### src/bseu_consts.svh
// constants for the branch, skip and register-change execution unit
`ifndef BSEU_CONSTS_SVH
`define BSEU_CONSTS_SVH
`define BSEU_OFS_A          8'h00
`define BSEU_OFS_B          8'h04
`define BSEU_OFS_X          8'h08
`define BSEU_OFS_P          8'h0C
`define BSEU_OFS_EA         8'h10
`define BSEU_OFS_INSTR      8'h14
`define BSEU_OFS_STATUS     8'h18
`define BSEU_OFS_EXT        8'h1C
`define BSEU_OP_HI          20
`define BSEU_OP_LO          15
`define BSEU_IND_BIT        21
`define BSEU_CLRX_BIT       22
`define BSEU_OP_REGCHG      6'h26
`define BSEU_OP_MARK        6'h23
`define BSEU_OP_RETURN      6'h29
`define BSEU_RC_CLR_A       0
`define BSEU_RC_CLR_B       1
`define BSEU_RC_A_TO_B      2
`define BSEU_RC_B_TO_A      3
`define BSEU_RC_B_TO_X      4
`define BSEU_RC_X_TO_B      5
`define BSEU_RC_LOW9        6
`define BSEU_RC_X_TO_A      7
`define BSEU_RC_A_TO_X      8
`define BSEU_RC_NEG_A       9
`define BSEU_RC_EXCHANGE_EXPONENTS 10'h070
`define BSEU_RC_NEGATE_A_COPY      10'h200
`define BSEU_LOW9_MASK      24'h00_01FF
`define BSEU_INC_INDEX_TEST_BIT 14
`define BSEU_XSIGN_BIT      8
`define BSEU_CYC_ONE        4'h1
`define BSEU_CYC_TWO        4'h2
`define BSEU_CYC_THREE      4'h3
`define BSEU_RST_WORD       24'h00_0000
`define BSEU_RST_P          14'h0000
`endif

### src/bseu_pkg.sv
// types for the branch, skip and register-change execution unit
package bseu_pkg;
    typedef struct packed {
        logic [23:0] a;
        logic [23:0] b;
        logic [23:0] x;
        logic [13:0] p;
        logic        ovf;
        logic [2:0]  mem_extension_second;
        logic [2:0]  mem_extension_third;
    } bseu_regs_t;

    typedef struct packed {
        logic        req;
        logic        we;
        logic [13:0] addr;
        logic [23:0] wdata;
    } bseu_mem_t;

    typedef enum logic [3:0] {
        st_idle   = 4'b0001,
        st_decode = 4'b0010,
        st_read   = 4'b0100,
        st_write  = 4'b1000
    } bseu_state_t;
endpackage

### src/bseu_exec.sv
// execution unit: register change, branch group and compare-and-skip group
`timescale 1ns/1ns
`include "bseu_consts.svh"
module bseu_exec
    import bseu_pkg::*;
#(
    parameter logic [5:0] OP_BRANCH_UNCONDITIONAL   = 6'h01,
    parameter logic [5:0] OP_INCREMENT_INDEX_BRANCH = 6'h21,
    parameter logic [5:0] OP_SKIP_IF_EQUAL          = 6'h28,
    parameter logic [5:0] OP_SKIP_IF_GREATER        = 6'h3B,
    parameter logic [5:0] OP_SKIP_MASKED_EQUAL      = 6'h38,
    parameter logic [5:0] OP_SKIP_NO_COMMON_ONES    = 6'h3A
) (
    input  wire logic        clk_i,
    input  wire logic        rst_i,
    input  wire logic        wb_cyc_i,
    input  wire logic        wb_stb_i,
    input  wire logic        wb_we_i,
    input  wire logic [7:0]  wb_adr_i,
    input  wire logic [3:0]  wb_sel_i,
    input  wire logic [31:0] wb_dat_i,
    output logic      [31:0] wb_dat_o,
    output logic             wb_ack_o,
    output logic             mem_req_o,
    output logic             mem_we_o,
    output logic      [13:0] mem_addr_o,
    output logic      [23:0] mem_wdata_o,
    input  wire logic        mem_ack_i,
    input  wire logic [23:0] mem_rdata_i,
    output logic             int_clear_o,
    output logic             int_block_o
);

    function automatic logic [23:0] bseu_wr24(input logic [23:0] old, input logic [31:0] d,
                                              input logic [3:0] sel);
        logic [23:0] r;
        begin
            r = old;
            if (sel[0]) r[7:0] = d[7:0];
            if (sel[1]) r[15:8] = d[15:8];
            if (sel[2]) r[23:16] = d[23:16];
            bseu_wr24 = r;
        end
    endfunction

    // one merge step: sources OR together, a copy overrides a clear of the same target
    function automatic logic [23:0] bseu_move(input logic [23:0] old, input logic [23:0] src,
                                              input logic copy, input logic clr,
                                              input logic [23:0] m);
        begin
            if (copy) bseu_move = (old & ~m) | (src & m);
            else if (clr) bseu_move = old & ~m;
            else bseu_move = old;
        end
    endfunction

    function automatic bseu_regs_t bseu_regchg(input bseu_regs_t r, input logic [9:0] f,
                                               input logic clr_x);
        bseu_regs_t  n;
        logic [23:0] m;
        logic [23:0] sa;
        logic [23:0] sb;
        logic [23:0] sx;
        begin
            n  = r;
            m  = f[`BSEU_RC_LOW9] ? `BSEU_LOW9_MASK : 24'hFF_FFFF;
            sa = (f[`BSEU_RC_B_TO_A] ? r.b : 24'h00_0000) | (f[`BSEU_RC_X_TO_A] ? r.x : 24'h00_0000)
               | (f[`BSEU_RC_NEG_A] ? (~r.a + 24'h00_0001) : 24'h00_0000);
            sb = (f[`BSEU_RC_A_TO_B] ? r.a : 24'h00_0000) | (f[`BSEU_RC_X_TO_B] ? r.x : 24'h00_0000);
            sx = (f[`BSEU_RC_B_TO_X] ? r.b : 24'h00_0000) | (f[`BSEU_RC_A_TO_X] ? r.a : 24'h00_0000);
            n.a = bseu_move(r.a, sa, f[`BSEU_RC_B_TO_A] | f[`BSEU_RC_X_TO_A] | f[`BSEU_RC_NEG_A],
                            f[`BSEU_RC_CLR_A], m);
            n.b = bseu_move(r.b, sb, f[`BSEU_RC_A_TO_B] | f[`BSEU_RC_X_TO_B], f[`BSEU_RC_CLR_B], m);
            n.x = bseu_move(r.x, sx, f[`BSEU_RC_B_TO_X] | f[`BSEU_RC_A_TO_X], clr_x, m);
            // exponent sign of the new index fills its upper fifteen bits
            if (f[`BSEU_RC_LOW9] && f[`BSEU_RC_B_TO_X]) begin
                n.x = {{15{n.x[`BSEU_XSIGN_BIT]}}, n.x[8:0]};
            end
            bseu_regchg = n;
        end
    endfunction

    bseu_regs_t  regs;
    bseu_regs_t  next_regs;
    bseu_state_t state;
    bseu_state_t next_state;
    bseu_mem_t   mem;
    bseu_mem_t   next_mem;
    logic [23:0] instr;
    logic [23:0] next_instr;
    logic [13:0] ea;
    logic [13:0] next_ea;
    logic [3:0]  cycles;
    logic [3:0]  next_cycles;
    logic        skip;
    logic        next_skip;
    logic        taken;
    logic        next_taken;
    logic [31:0] next_dat;
    logic        next_ack;
    logic        next_int_clear;
    logic        next_int_block;

    logic [5:0]  op;
    logic        is_skip;
    logic        bus_hit;
    logic        skip_cond;
    logic [23:0] inc_index;
    logic [23:0] rtn_word;
    logic [23:0] mark_word;
    logic [7:0]  adr_w;

    assign op        = instr[`BSEU_OP_HI:`BSEU_OP_LO];
    assign is_skip   = (op == OP_SKIP_IF_EQUAL) || (op == OP_SKIP_IF_GREATER)
                    || (op == OP_SKIP_MASKED_EQUAL) || (op == OP_SKIP_NO_COMMON_ONES);
    assign bus_hit   = wb_cyc_i && wb_stb_i && !wb_ack_o;
    assign adr_w     = {wb_adr_i[7:2], 2'b00};
    assign inc_index = regs.x + 24'h00_0001;
    assign rtn_word  = mem_rdata_i + 24'h00_0001;
    // own address plus status; bits 14, 21 and 22 stay zero
    assign mark_word = {regs.ovf, 2'b00, regs.mem_extension_third, regs.mem_extension_second,
                        1'b0, regs.p};

    always_comb begin
        skip_cond = 1'b0;
        if (op == OP_SKIP_IF_EQUAL) skip_cond = (regs.a == mem_rdata_i);
        else if (op == OP_SKIP_IF_GREATER) skip_cond = ($signed(regs.a) > $signed(mem_rdata_i));
        else if (op == OP_SKIP_MASKED_EQUAL) begin
            skip_cond = (((regs.a ^ mem_rdata_i) & regs.b) == 24'h00_0000);
        end else if (op == OP_SKIP_NO_COMMON_ONES) begin
            skip_cond = ((regs.a & mem_rdata_i) == 24'h00_0000);
        end
    end

    always_comb begin
        next_regs      = regs;
        next_state     = state;
        next_mem       = mem;
        next_instr     = instr;
        next_ea        = ea;
        next_cycles    = cycles;
        next_skip      = skip;
        next_taken     = taken;
        next_dat       = wb_dat_o;
        next_ack       = bus_hit;
        next_int_clear = 1'b0;
        next_int_block = 1'b0;
        if (bus_hit) begin
            case (adr_w)
                `BSEU_OFS_A:      next_dat = {8'h00, regs.a};
                `BSEU_OFS_B:      next_dat = {8'h00, regs.b};
                `BSEU_OFS_X:      next_dat = {8'h00, regs.x};
                `BSEU_OFS_P:      next_dat = {18'h0_0000, regs.p};
                `BSEU_OFS_EA:     next_dat = {18'h0_0000, ea};
                `BSEU_OFS_INSTR:  next_dat = {8'h00, instr};
                `BSEU_OFS_STATUS: next_dat = {20'h0_0000, cycles, 4'h0, taken, skip, regs.ovf,
                                              state != st_idle};
                `BSEU_OFS_EXT:    next_dat = {26'h000_0000, regs.mem_extension_third, regs.mem_extension_second};
                default:          next_dat = 32'h0000_0000;
            endcase
            // writes land only while idle, so software never races the engine
            if (wb_we_i && state == st_idle) begin
                case (adr_w)
                    `BSEU_OFS_A: next_regs.a = bseu_wr24(regs.a, wb_dat_i, wb_sel_i);
                    `BSEU_OFS_B: next_regs.b = bseu_wr24(regs.b, wb_dat_i, wb_sel_i);
                    `BSEU_OFS_X: next_regs.x = bseu_wr24(regs.x, wb_dat_i, wb_sel_i);
                    `BSEU_OFS_P: begin
                        if (wb_sel_i[0]) next_regs.p[7:0] = wb_dat_i[7:0];
                        if (wb_sel_i[1]) next_regs.p[13:8] = wb_dat_i[13:8];
                    end
                    `BSEU_OFS_EA: begin
                        if (wb_sel_i[0]) next_ea[7:0] = wb_dat_i[7:0];
                        if (wb_sel_i[1]) next_ea[13:8] = wb_dat_i[13:8];
                    end
                    `BSEU_OFS_INSTR: begin
                        next_instr = bseu_wr24(instr, wb_dat_i, wb_sel_i);
                        next_state = st_decode;
                    end
                    `BSEU_OFS_STATUS: begin
                        if (wb_sel_i[0]) next_regs.ovf = wb_dat_i[1];
                    end
                    `BSEU_OFS_EXT: begin
                        if (wb_sel_i[0]) next_regs.mem_extension_second = wb_dat_i[2:0];
                        if (wb_sel_i[0]) next_regs.mem_extension_third = wb_dat_i[5:3];
                    end
                    default: begin
                    end
                endcase
            end
        end
        case (state)
            st_idle: begin
            end
            st_decode: begin
                next_skip   = 1'b0;
                next_taken  = 1'b0;
                next_cycles = `BSEU_CYC_ONE;
                next_state  = st_idle;
                next_regs.p = regs.p + 14'h0001;
                if (op == `BSEU_OP_REGCHG) begin
                    next_regs = bseu_regchg(regs, instr[9:0], instr[`BSEU_CLRX_BIT]);
                    next_regs.p = regs.p + 14'h0001;
                end else if (op == OP_BRANCH_UNCONDITIONAL) begin
                    next_regs.p    = ea;
                    next_taken     = 1'b1;
                    next_int_clear = instr[`BSEU_IND_BIT];
                end else if (op == OP_INCREMENT_INDEX_BRANCH) begin
                    next_regs.x = inc_index;
                    if (inc_index[`BSEU_INC_INDEX_TEST_BIT]) begin
                        // ea was formed from the index before this increment
                        next_regs.p    = ea;
                        next_taken     = 1'b1;
                        next_int_block = 1'b1;
                    end else begin
                        next_cycles = `BSEU_CYC_TWO;
                    end
                end else if (op == `BSEU_OP_MARK) begin
                    next_regs.p = regs.p;
                    next_mem    = '{req: 1'b1, we: 1'b1, addr: ea, wdata: mark_word};
                    next_state  = st_write;
                end else if (op == `BSEU_OP_RETURN || is_skip) begin
                    next_regs.p = regs.p;
                    next_mem    = '{req: 1'b1, we: 1'b0, addr: ea, wdata: `BSEU_RST_WORD};
                    next_state  = st_read;
                end
            end
            st_read: begin
                if (mem_ack_i) begin
                    next_mem.req = 1'b0;
                    next_state   = st_idle;
                    if (op == `BSEU_OP_RETURN) begin
                        // memory extension bits are not touched here
                        next_regs.p   = rtn_word[13:0];
                        next_regs.ovf = regs.ovf | mem_rdata_i[23];
                        next_taken    = 1'b1;
                        next_cycles   = `BSEU_CYC_TWO;
                    end else if (skip_cond) begin
                        next_regs.p = regs.p + 14'h0002;
                        next_skip   = 1'b1;
                        next_cycles = `BSEU_CYC_THREE;
                    end else begin
                        next_regs.p = regs.p + 14'h0001;
                        next_cycles = `BSEU_CYC_TWO;
                    end
                end
            end
            st_write: begin
                if (mem_ack_i) begin
                    next_mem.req = 1'b0;
                    next_mem.we  = 1'b0;
                    next_regs.p  = ea + 14'h0001;
                    next_taken   = 1'b1;
                    next_cycles  = `BSEU_CYC_TWO;
                    next_state   = st_idle;
                end
            end
            default: next_state = st_idle;
        endcase
    end

    always_ff @(posedge clk_i) begin
        if (rst_i) begin
            regs        <= '{a: `BSEU_RST_WORD, b: `BSEU_RST_WORD, x: `BSEU_RST_WORD, p: `BSEU_RST_P,
                             ovf: 1'b0, mem_extension_second: 3'h0, mem_extension_third: 3'h0};
            state       <= st_idle;
            mem         <= '{req: 1'b0, we: 1'b0, addr: `BSEU_RST_P, wdata: `BSEU_RST_WORD};
            instr       <= `BSEU_RST_WORD;
            ea          <= `BSEU_RST_P;
            cycles      <= 4'h0;
            skip        <= 1'b0;
            taken       <= 1'b0;
            wb_dat_o    <= 32'h0000_0000;
            wb_ack_o    <= 1'b0;
            int_clear_o <= 1'b0;
            int_block_o <= 1'b0;
        end else begin
            regs        <= next_regs;
            state       <= next_state;
            mem         <= next_mem;
            instr       <= next_instr;
            ea          <= next_ea;
            cycles      <= next_cycles;
            skip        <= next_skip;
            taken       <= next_taken;
            wb_dat_o    <= next_dat;
            wb_ack_o    <= next_ack;
            int_clear_o <= next_int_clear;
            int_block_o <= next_int_block;
        end
    end

    assign mem_req_o   = mem.req;
    assign mem_we_o    = mem.we;
    assign mem_addr_o  = mem.addr;
    assign mem_wdata_o = mem.wdata;
endmodule

### config.mk
export PLATFORM = sky130hd
export DESIGN_NAME = bseu_exec
export DESIGN_NICKNAME = d
export VERILOG_FILES = /design/src/bseu_pkg.sv /design/src/bseu_exec.sv
export VERILOG_INCLUDE_DIRS = /design/src
export SDC_FILE = /design/constraint.sdc
export NUM_CORES = 1
export LEC_CHECK = 0
export ABC_AREA = 1
export BUFFER_PORTS_ARGS = -buffer_cell sky130_fd_sc_hd__buf_2
export CAP_MARGIN = 25
export CELL_PAD_IN_SITES_DETAIL_PLACEMENT = 1
export CELL_PAD_IN_SITES_GLOBAL_PLACEMENT = 1
export CORE_AREA = 5 5 202 204
export DETAILED_ROUTE_END_ITERATION = 12
export DIE_AREA = 0 0 207 209
export PLACE_DENSITY_LB_ADDON = 0.1
export SLEW_MARGIN = 5
export SYNTH_ARGS = -nofsm -noshare
export SYNTH_HDL_FRONTEND = slang
export SYNTH_SLANG_ARGS = --single-unit
### constraint.sdc
create_clock -name clk_i -period 2.2 [get_ports clk_i]
set_input_delay 0.11 -clock clk_i [delete_from_list [all_inputs] [get_ports clk_i]]
set_output_delay 0.11 -clock clk_i [all_outputs]
set_load 0.03 [all_outputs]
==> summary.md, run 1 <==
| Metric | Value |
|---|---|
| Number of max-cap violations | 0 |
| Clock group share of total power | 52.4% |
| Initial antenna violation count | 1 |
| CTS sink cnt | 203 |
| Mapped Area | 14950 um2 |
| Async SR Flop Fraction | 0% |
| Seq cells post-synth | 203 |
| Area of the multi-input gates | 10160 um2 |
| Hpwl dp | 64920 um |
| R2R Setup Slk | -260 ps |
| Top delay family on crit path | simple AND/OR/NAND/NOR gates |
| Die footprint | 43260 um2 |
| Worst-path maximum fanout | 4 |
| Failing checks | negative setup slack |
| Fillers | 5189 |
| Max_slew headroom | 55.23% |
| Clk buf depth | 3 |
| R2R Path End | mark_word[5] |
| Final period utilization | 111.9% |
| Number of global-route vias before repair | 20620 |
| Global route total overflow | 0 |
| Die span in y | 209 um |
| Layout area overhead | 44.45% |
| Logic pwr share | 7.8% |
| Avg Cell Area, Syn | 6.404 um2 |
| Slew Limit Fails | 0 |
| Root buf cell | clkbuf_16 |
| PnR worst setup slack | -261.4 ps |
| Layout cell share with drive strength beyond 1 | 30.21% |
| Cell Rows | 73 |
| Hold_sp | wb_dat_i[1] |
| CTS tree | built |
| Static leakage | 9.287 nW |
| Placed cell areas | 18840 um2 |
| Hold/Removal Path Class | input port to register |
| Wire length of the first global-routing pass | 125000 um |
| Synth Instances | 2334 |
| Clock skew | 15.43 ps |
| WHS | 16.52 ps |
| Status | finished, violations left |
| Tmin final | 2461 ps |
| RePlAce Congestion | 1.005 |
| Iteration-0 DRC Markers | 1593 |
| Sequential share of power | 39.8% |
| EDFF count, synth | 0 |
| R2R depth | 12 |
| R2r startpoint | instr[17] |
| Hold depth | 3 |
| Routed Antenna Nets | 0 |
| WP buf/inv | 3 |
| Total CTS buffers | 26 |
| Tot GR Track Use | 37.17% |
| Dpl cells | 3261 |
| Largest vdd supply drop | 472.1 uV |
| Worst slew pin tran | 665.9 ps |
| Final Hold Fails | 0 |
| Nets | 2968 |
| Core footprint | 39090 um2 |
| Initial cell density of the core | 38.24% |
| Peak Freq | 0.4063 GHz |
| # IOs | 149 |
| Ys Warns | 0 |
| Cell Pwr Density | 427.9 nW/um2 |
| Required @ worst endpoint | 2640 ps |
| Largest stage delay, worst path | 380 ps |
| Sequential fraction of the synthesis area | 27.19% |
| Critical path class | register to register |
| Final setup viols | 28 |
| Port buffer count | 126 |
| Worst path slowest cell | nand2_1 |
| CP Data Arrival Time | 2900 ps |
| Place WS | -354.0 ps |
| Top_reg_cell synth | dfxtp_1 |
| Drt pass-1 iters | 8 |
| Switching Power | 2.469 mW |
| Routed length per placed instance | 26.08 um |
| RSZ-0062 raised after global routing | true |
| Critical path endpoint category | register |
| Sw frac | 26.72% |
| Hold Path End | regs[70] |
| Post-synth cell types | 57 |
| Clock Latency Late Sink | 570 ps |
| Worst setup SP type | register |
| Final setup TNS | -3042 ps |
| Vias | 20370 |
| Seq. cell area | 4089 um2 |
| Crit path cell chain | buf_4 -> nor2_1 -> inv_1 -> nor3_1 -> nand2_1 -> nand2_4 -> buf_4 -> nand2_1 -> nand3_1 -> nand3_1 -> nor2_1 -> a21oi_2 |
| Layout Cells excl Fill | 3387 |
| Htree depth | 1 |
| CTS clk-pin slew, worst paths | 70 ps |
| Cell internal pwr | 6.771 mW |
| WL final | 88340 um |
| DR DRC count | 0 |
| Design Area, Final | 21590 um2 |
| Vias per inst | 6.014 |
| Chip width | 207 um |
| Pin count of the biggest net entering global routing | 113 |
==> placed cells by master, fill, tap and decap left out, types with 29 or more instances in the layout <==
cell	netlist	layout
inv_1	286	268
ha_1	54	38
dfxtp_1	203	185
o22ai_1	107	105
nand2_1	435	411
o21ai_0	208	185
buf_2	23	127
xor2_1	32	32
o21ai_1	14	29
a21oi_1	270	247
buf_4	11	414
nor2_1	183	160
nand3_1	128	107
==> power groups by stage <==
stage / clock network (mW) / registers (mW) / logic, mW
after global routing: 5.03 / 3.68 / 0.753
final: 4.84 / 3.68 / 0.723
after CTS: 4.88 / 3.68 / 0.667
after floorplan: 0 / 3.76 / 0.269
after detailed placement: 0 / 3.76 / 0.622
after global placement: 0 / 3.76 / 0.609
==> metal layers <==
metal	GRT usage (%)	share of wire (%)	vias up
met5	0	0	-
met4	27.91	9.7	0
met3	5.209	6.6	424
met2	64.88	48	974
met1	41.02	36	9920
li1	-	-	9050
==> metrics by stage <==
step / total power, mW / util [%]
after floorplan: 4.033 / -
after global placement: 4.371 / 48.20
after detailed placement: 4.385 / 48.20
after CTS: 9.228 / 52.58
after global routing: 9.458 / 55.22
final: 9.240 / 55.23
==> repair_timing <==
action | CTS | global route
cloned | 3 | 4
gates resized for setup | 93 | 202
hold endpoints to repair | 21 | 0
endpoints found under the setup margin | 58 | 107
buffers inserted | 18 | 37
hold buffers | 18 | 0
pin swaps | 37 | 77
==> kinds of logic (layout without fill, tap and decap cells) <==
| group | after synthesis | after routing | synth area share (%) |
|---|---|---|---|
| adder cells (fa/ha/maj) | 54 | 54 | 4.520 |
| AO/OA/AOI/OAI | 764 | 764 | 29.84 |
| XOR/XNOR | 34 | 34 | 2.042 |
| other | 1 | 13 | 0.02509 |
| buffers and inverters | 433 | 947 | 11.63 |
| flip-flops | 203 | 203 | 27.19 |
| AND/OR/NAND/NOR | 845 | 847 | 24.75 |
==> Yosys cell counts, types with 25 or more instances <==
cell type	count	area [um2]
xor2_1	32	280.3
o21ai_0	208	1041
nand2_1	435	1633
nand3_1	128	640.6
ha_1	54	675.7
inv_1	286	1074
clkbuf_1	89	334.1
nor3_1	25	125.1
o22ai_1	107	669.4
dfxtp_1	203	4064
a21oi_1	270	1351
nor2_1	183	686.9
==> tightest hold or removal path, cell delays in order <==
cell and delay [ps]:
buf_2 180, a21oi_2 160, a21oi_1 80
==> cell type report <==
type / instances / area share, %
diodes: 2 / 0.02318
clock buffers: 31 / 3.384
clock inverters: 17 / 0.9793
inverters: 298 / 5.389
multi-input cells: 1710 / 47.06
flip-flops and latches: 203 / 18.94
well taps: 525 / 3.042
repair buffers: 601 / 21.19
==> worst max-delay path by stage <==
stage                     to       from  depth (start not counted)
2_1_floorplan   mark_word[0]   register                         15
3_3_place_gp    mark_word[0]  instr[18]                         13
5_1_grt         mark_word[5]   regs[21]                         16
6_report        mark_word[5]  instr[17]                         12
3_5_place_dp    mark_word[0]   register                         13
4_1_cts        mark_word[11]   register                         15
Power figures use the tool's default switching activity.
==> run 2, diff against run 1 <==
--- a/config.mk
+++ b/config.mk
@@ -11,9 +11,10 @@
 export CAP_MARGIN = 25
 export CELL_PAD_IN_SITES_DETAIL_PLACEMENT = 1
 export CELL_PAD_IN_SITES_GLOBAL_PLACEMENT = 1
-export CORE_AREA = 5 5 202 204
+export CORE_AREA = 5 5 200 202
+export CTS_BUF_LIST = sky130_fd_sc_hd__clkbuf_8
 export DETAILED_ROUTE_END_ITERATION = 12
-export DIE_AREA = 0 0 207 209
+export DIE_AREA = 0 0 205 207
 export PLACE_DENSITY_LB_ADDON = 0.1
 export SLEW_MARGIN = 5
 export SYNTH_ARGS = -nofsm -noshare
==> summary.md, run 2 (synthesized netlist as in run 1, its figures left out) <==
| Metric | Value |
|---|---|
| Status | finished, violations left |
| Failing checks | negative setup slack |
| Htree depth | 2 (+1) |
| Worst path slowest cell | dfxtp_1 |
| Cell Rows | 72 (-1.4%) |
| Number of max-cap violations | 0 (unchanged) |
| Final period utilization | 109.6% (-2.2 points) |
| Clk buf depth | 3 (unchanged) |
| Wire length of the first global-routing pass | 124600 um (-0.36%) |
| Worst-path maximum fanout | 7 (+3) |
| Hold_sp | wb_dat_i[19] |
| # IOs | 149 (unchanged) |
| Hold/Removal Path Class | input port to register |
| Worst slew pin tran | 786.8 ps (+120.9 ps) |
| R2R Setup Slk | -210 ps (+50 ps) |
| Max_slew headroom | 47.10% (-8.1 points) |
| Static leakage | 9.205 nW (-0.88%) |
| R2r startpoint | regs[72] |
| Initial cell density of the core | 39.23% (+0.99 points) |
| Slew Limit Fails | 0 (unchanged) |
| Core footprint | 38110 um2 (-2.5%) |
| DR DRC count | 0 (unchanged) |
| Antenna cells | 0 (-2) |
| WHS | 18.17 ps (+1.642 ps) |
| Total CTS buffers | 39 (+50%) |
| Hpwl dp | 64820 um (-0.16%) |
| RePlAce Congestion | 1.020 (+1.5%) |
| CTS sink cnt | 203 (unchanged) |
| Peak Freq | 0.4146 GHz (+2.1%) |
| Clock skew | 24.00 ps (+8.576 ps) |
| Final setup TNS | -3227 ps (-185.0 ps) |
| Layout cell share with drive strength beyond 1 | 31.40% (+1.2 points) |
| WL final | 86020 um (-2.6%) |
| Leading cell type in the layout, fill and taps excluded | nand2_1 |
| Clock Latency Late Sink | 630 ps (+60 ps) |
| Vias | 20080 (-1.4%) |
| Vias per inst | 5.963 (-0.84%) |
| Critical path class | register to register |
| Routed Antenna Nets | 0 (unchanged) |
| R2R depth | 13 (+1) |
| CTS tree | built |
| Initial antenna violation count | 0 (-1) |
| RSZ-0062 raised after global routing | true |
| WP buf/inv | 4 (+1) |
| Top delay family on crit path | simple AND/OR/NAND/NOR gates |
| Number of global-route vias before repair | 20620 (-0.0097%) |
| Drt pass-1 iters | 5 (-3) |
| Final Hold Fails | 0 (unchanged) |
| Hold Path End | instr[19] |
| Final setup viols | 29 (+3.6%) |
| Worst setup SP type | register |
| Tmin final | 2412 ps (-49.47 ps) |
| Required @ worst endpoint | 2670 ps (+30 ps) |
| Largest stage delay, worst path | 330 ps (-50 ps) |
| Hold depth | 4 (+1) |
| PnR worst setup slack | -211.9 ps (+49.47 ps) |
| Iteration-0 DRC Markers | 1496 (-6.1%) |
| Tot GR Track Use | 37.96% (+0.79 points) |
| Port buffer count | 126 (unchanged) |
| CP Data Arrival Time | 2880 ps (-20 ps) |
| Die span in y | 207 um (-0.96%) |
| Die footprint | 42440 um2 (-1.9%) |
| Critical path endpoint category | register |
| Crit path cell chain | buf_4 -> inv_1 -> nand4_1 -> nor2_2 -> nand3_2 -> buf_6 -> nor3b_2 -> buf_4 -> nand2_2 -> xor2_1 -> o21bai_1 -> o211ai_1 -> a21oi_1 |
| Routed length per placed instance | 25.54 um (-2.1%) |
| Pin count of the biggest net entering global routing | 113 (unchanged) |
| Global route total overflow | 0 (unchanged) |
| Largest vdd supply drop | 332.0 uV (-30%) |
| Root buf cell | clkbuf_8 |
| Cell Pwr Density | 386.1 nW/um2 (-9.8%) |
| Most frequent cell on the critical path | buf_4 |
| Final total power | 8.269 mW (-11%) |
| CTS clk-pin slew, worst paths | 60 ps (about the same) |
| Commonest cells after routing, fill and taps aside | 406 x nand2_1, 373 x buf_4, 279 x inv_1 |
| Chip width | 205 um (-0.97%) |
| Layout area overhead | 43.28% |
| Nets | 2953 (-0.51%) |
[run 2: where the power goes]
group,internal [mW],switching [mW]
registers,3.68,0.00354
logic,0.258,0.490
clock network,1.96,1.88
total,5.90,2.37
[run 2: worst max path at each step]
stage	from	slack (ps)	cells past startpoint	endpoint
2_1_floorplan	register	20	15	mark_word[0]
3_3_place_gp	register	-180	17	mark_word[8]
3_5_place_dp	register	-330	17	mark_word[2]
4_1_cts	register	-210	15	mark_word[12]
5_1_grt	register	-390	16	mark_word[9]
6_report	regs[72]	-210	13	register
[run 2: worst min-delay path: stages]
cell and delay, ps:
buf_2 80, inv_1 110, buf_4 200, a21oi_1 110
[run 2: layout make-up]
cell class	instances	area, um2
fillers	4992	16690
multi-input cells	1710	10350
repair buffers	573	4420
flip-flops and latches	203	4103
inverters	298	1150
clock buffers	48	660.6
well taps	518	648.1
clock inverters	18	86.33
[run 2: metrics by stage]
| step | instances | area [um2] | utilization, % | setup WS [ps] |
|---|---|---|---|---|
| detailed placement | 3239 | 18740 | 49.17 | -332.6 |
| global placement | 3239 | 18740 | 49.17 | -184.3 |
| finish | 3368 | 21420 | 56.21 | -211.9 |
| floorplan | 2344 | 15010 | - | 16.46 |
| global route | 3368 | 21420 | 56.21 | -385.6 |
| CTS | 3344 | 20260 | 53.16 | -212.1 |
[run 2: layer usage]
metal | share of wire, % | routed length [um] | vias to the layer above | global-route usage [%]
met5 | 0 | 0 | - | 0
met4 | 9.9 | 8481 | 0 | 28.94
met3 | 6.8 | 5852 | 408 | 6.397
met2 | 47 | 40610 | 1018 | 64.09
met1 | 36 | 31080 | 9651 | 42.29
li1 | - | - | 9007 | -
[run 2: repair_timing]
item | 4_1_cts | 5_1_grt
hold endpoints to repair | 36 | 0
endpoints found under the setup margin | 58 | 90
cloned | 3 | 4
buffers inserted | 16 | 22
pin swaps | 48 | 89
hold buffers | 21 | 0
gates resized for setup | 85 | 254
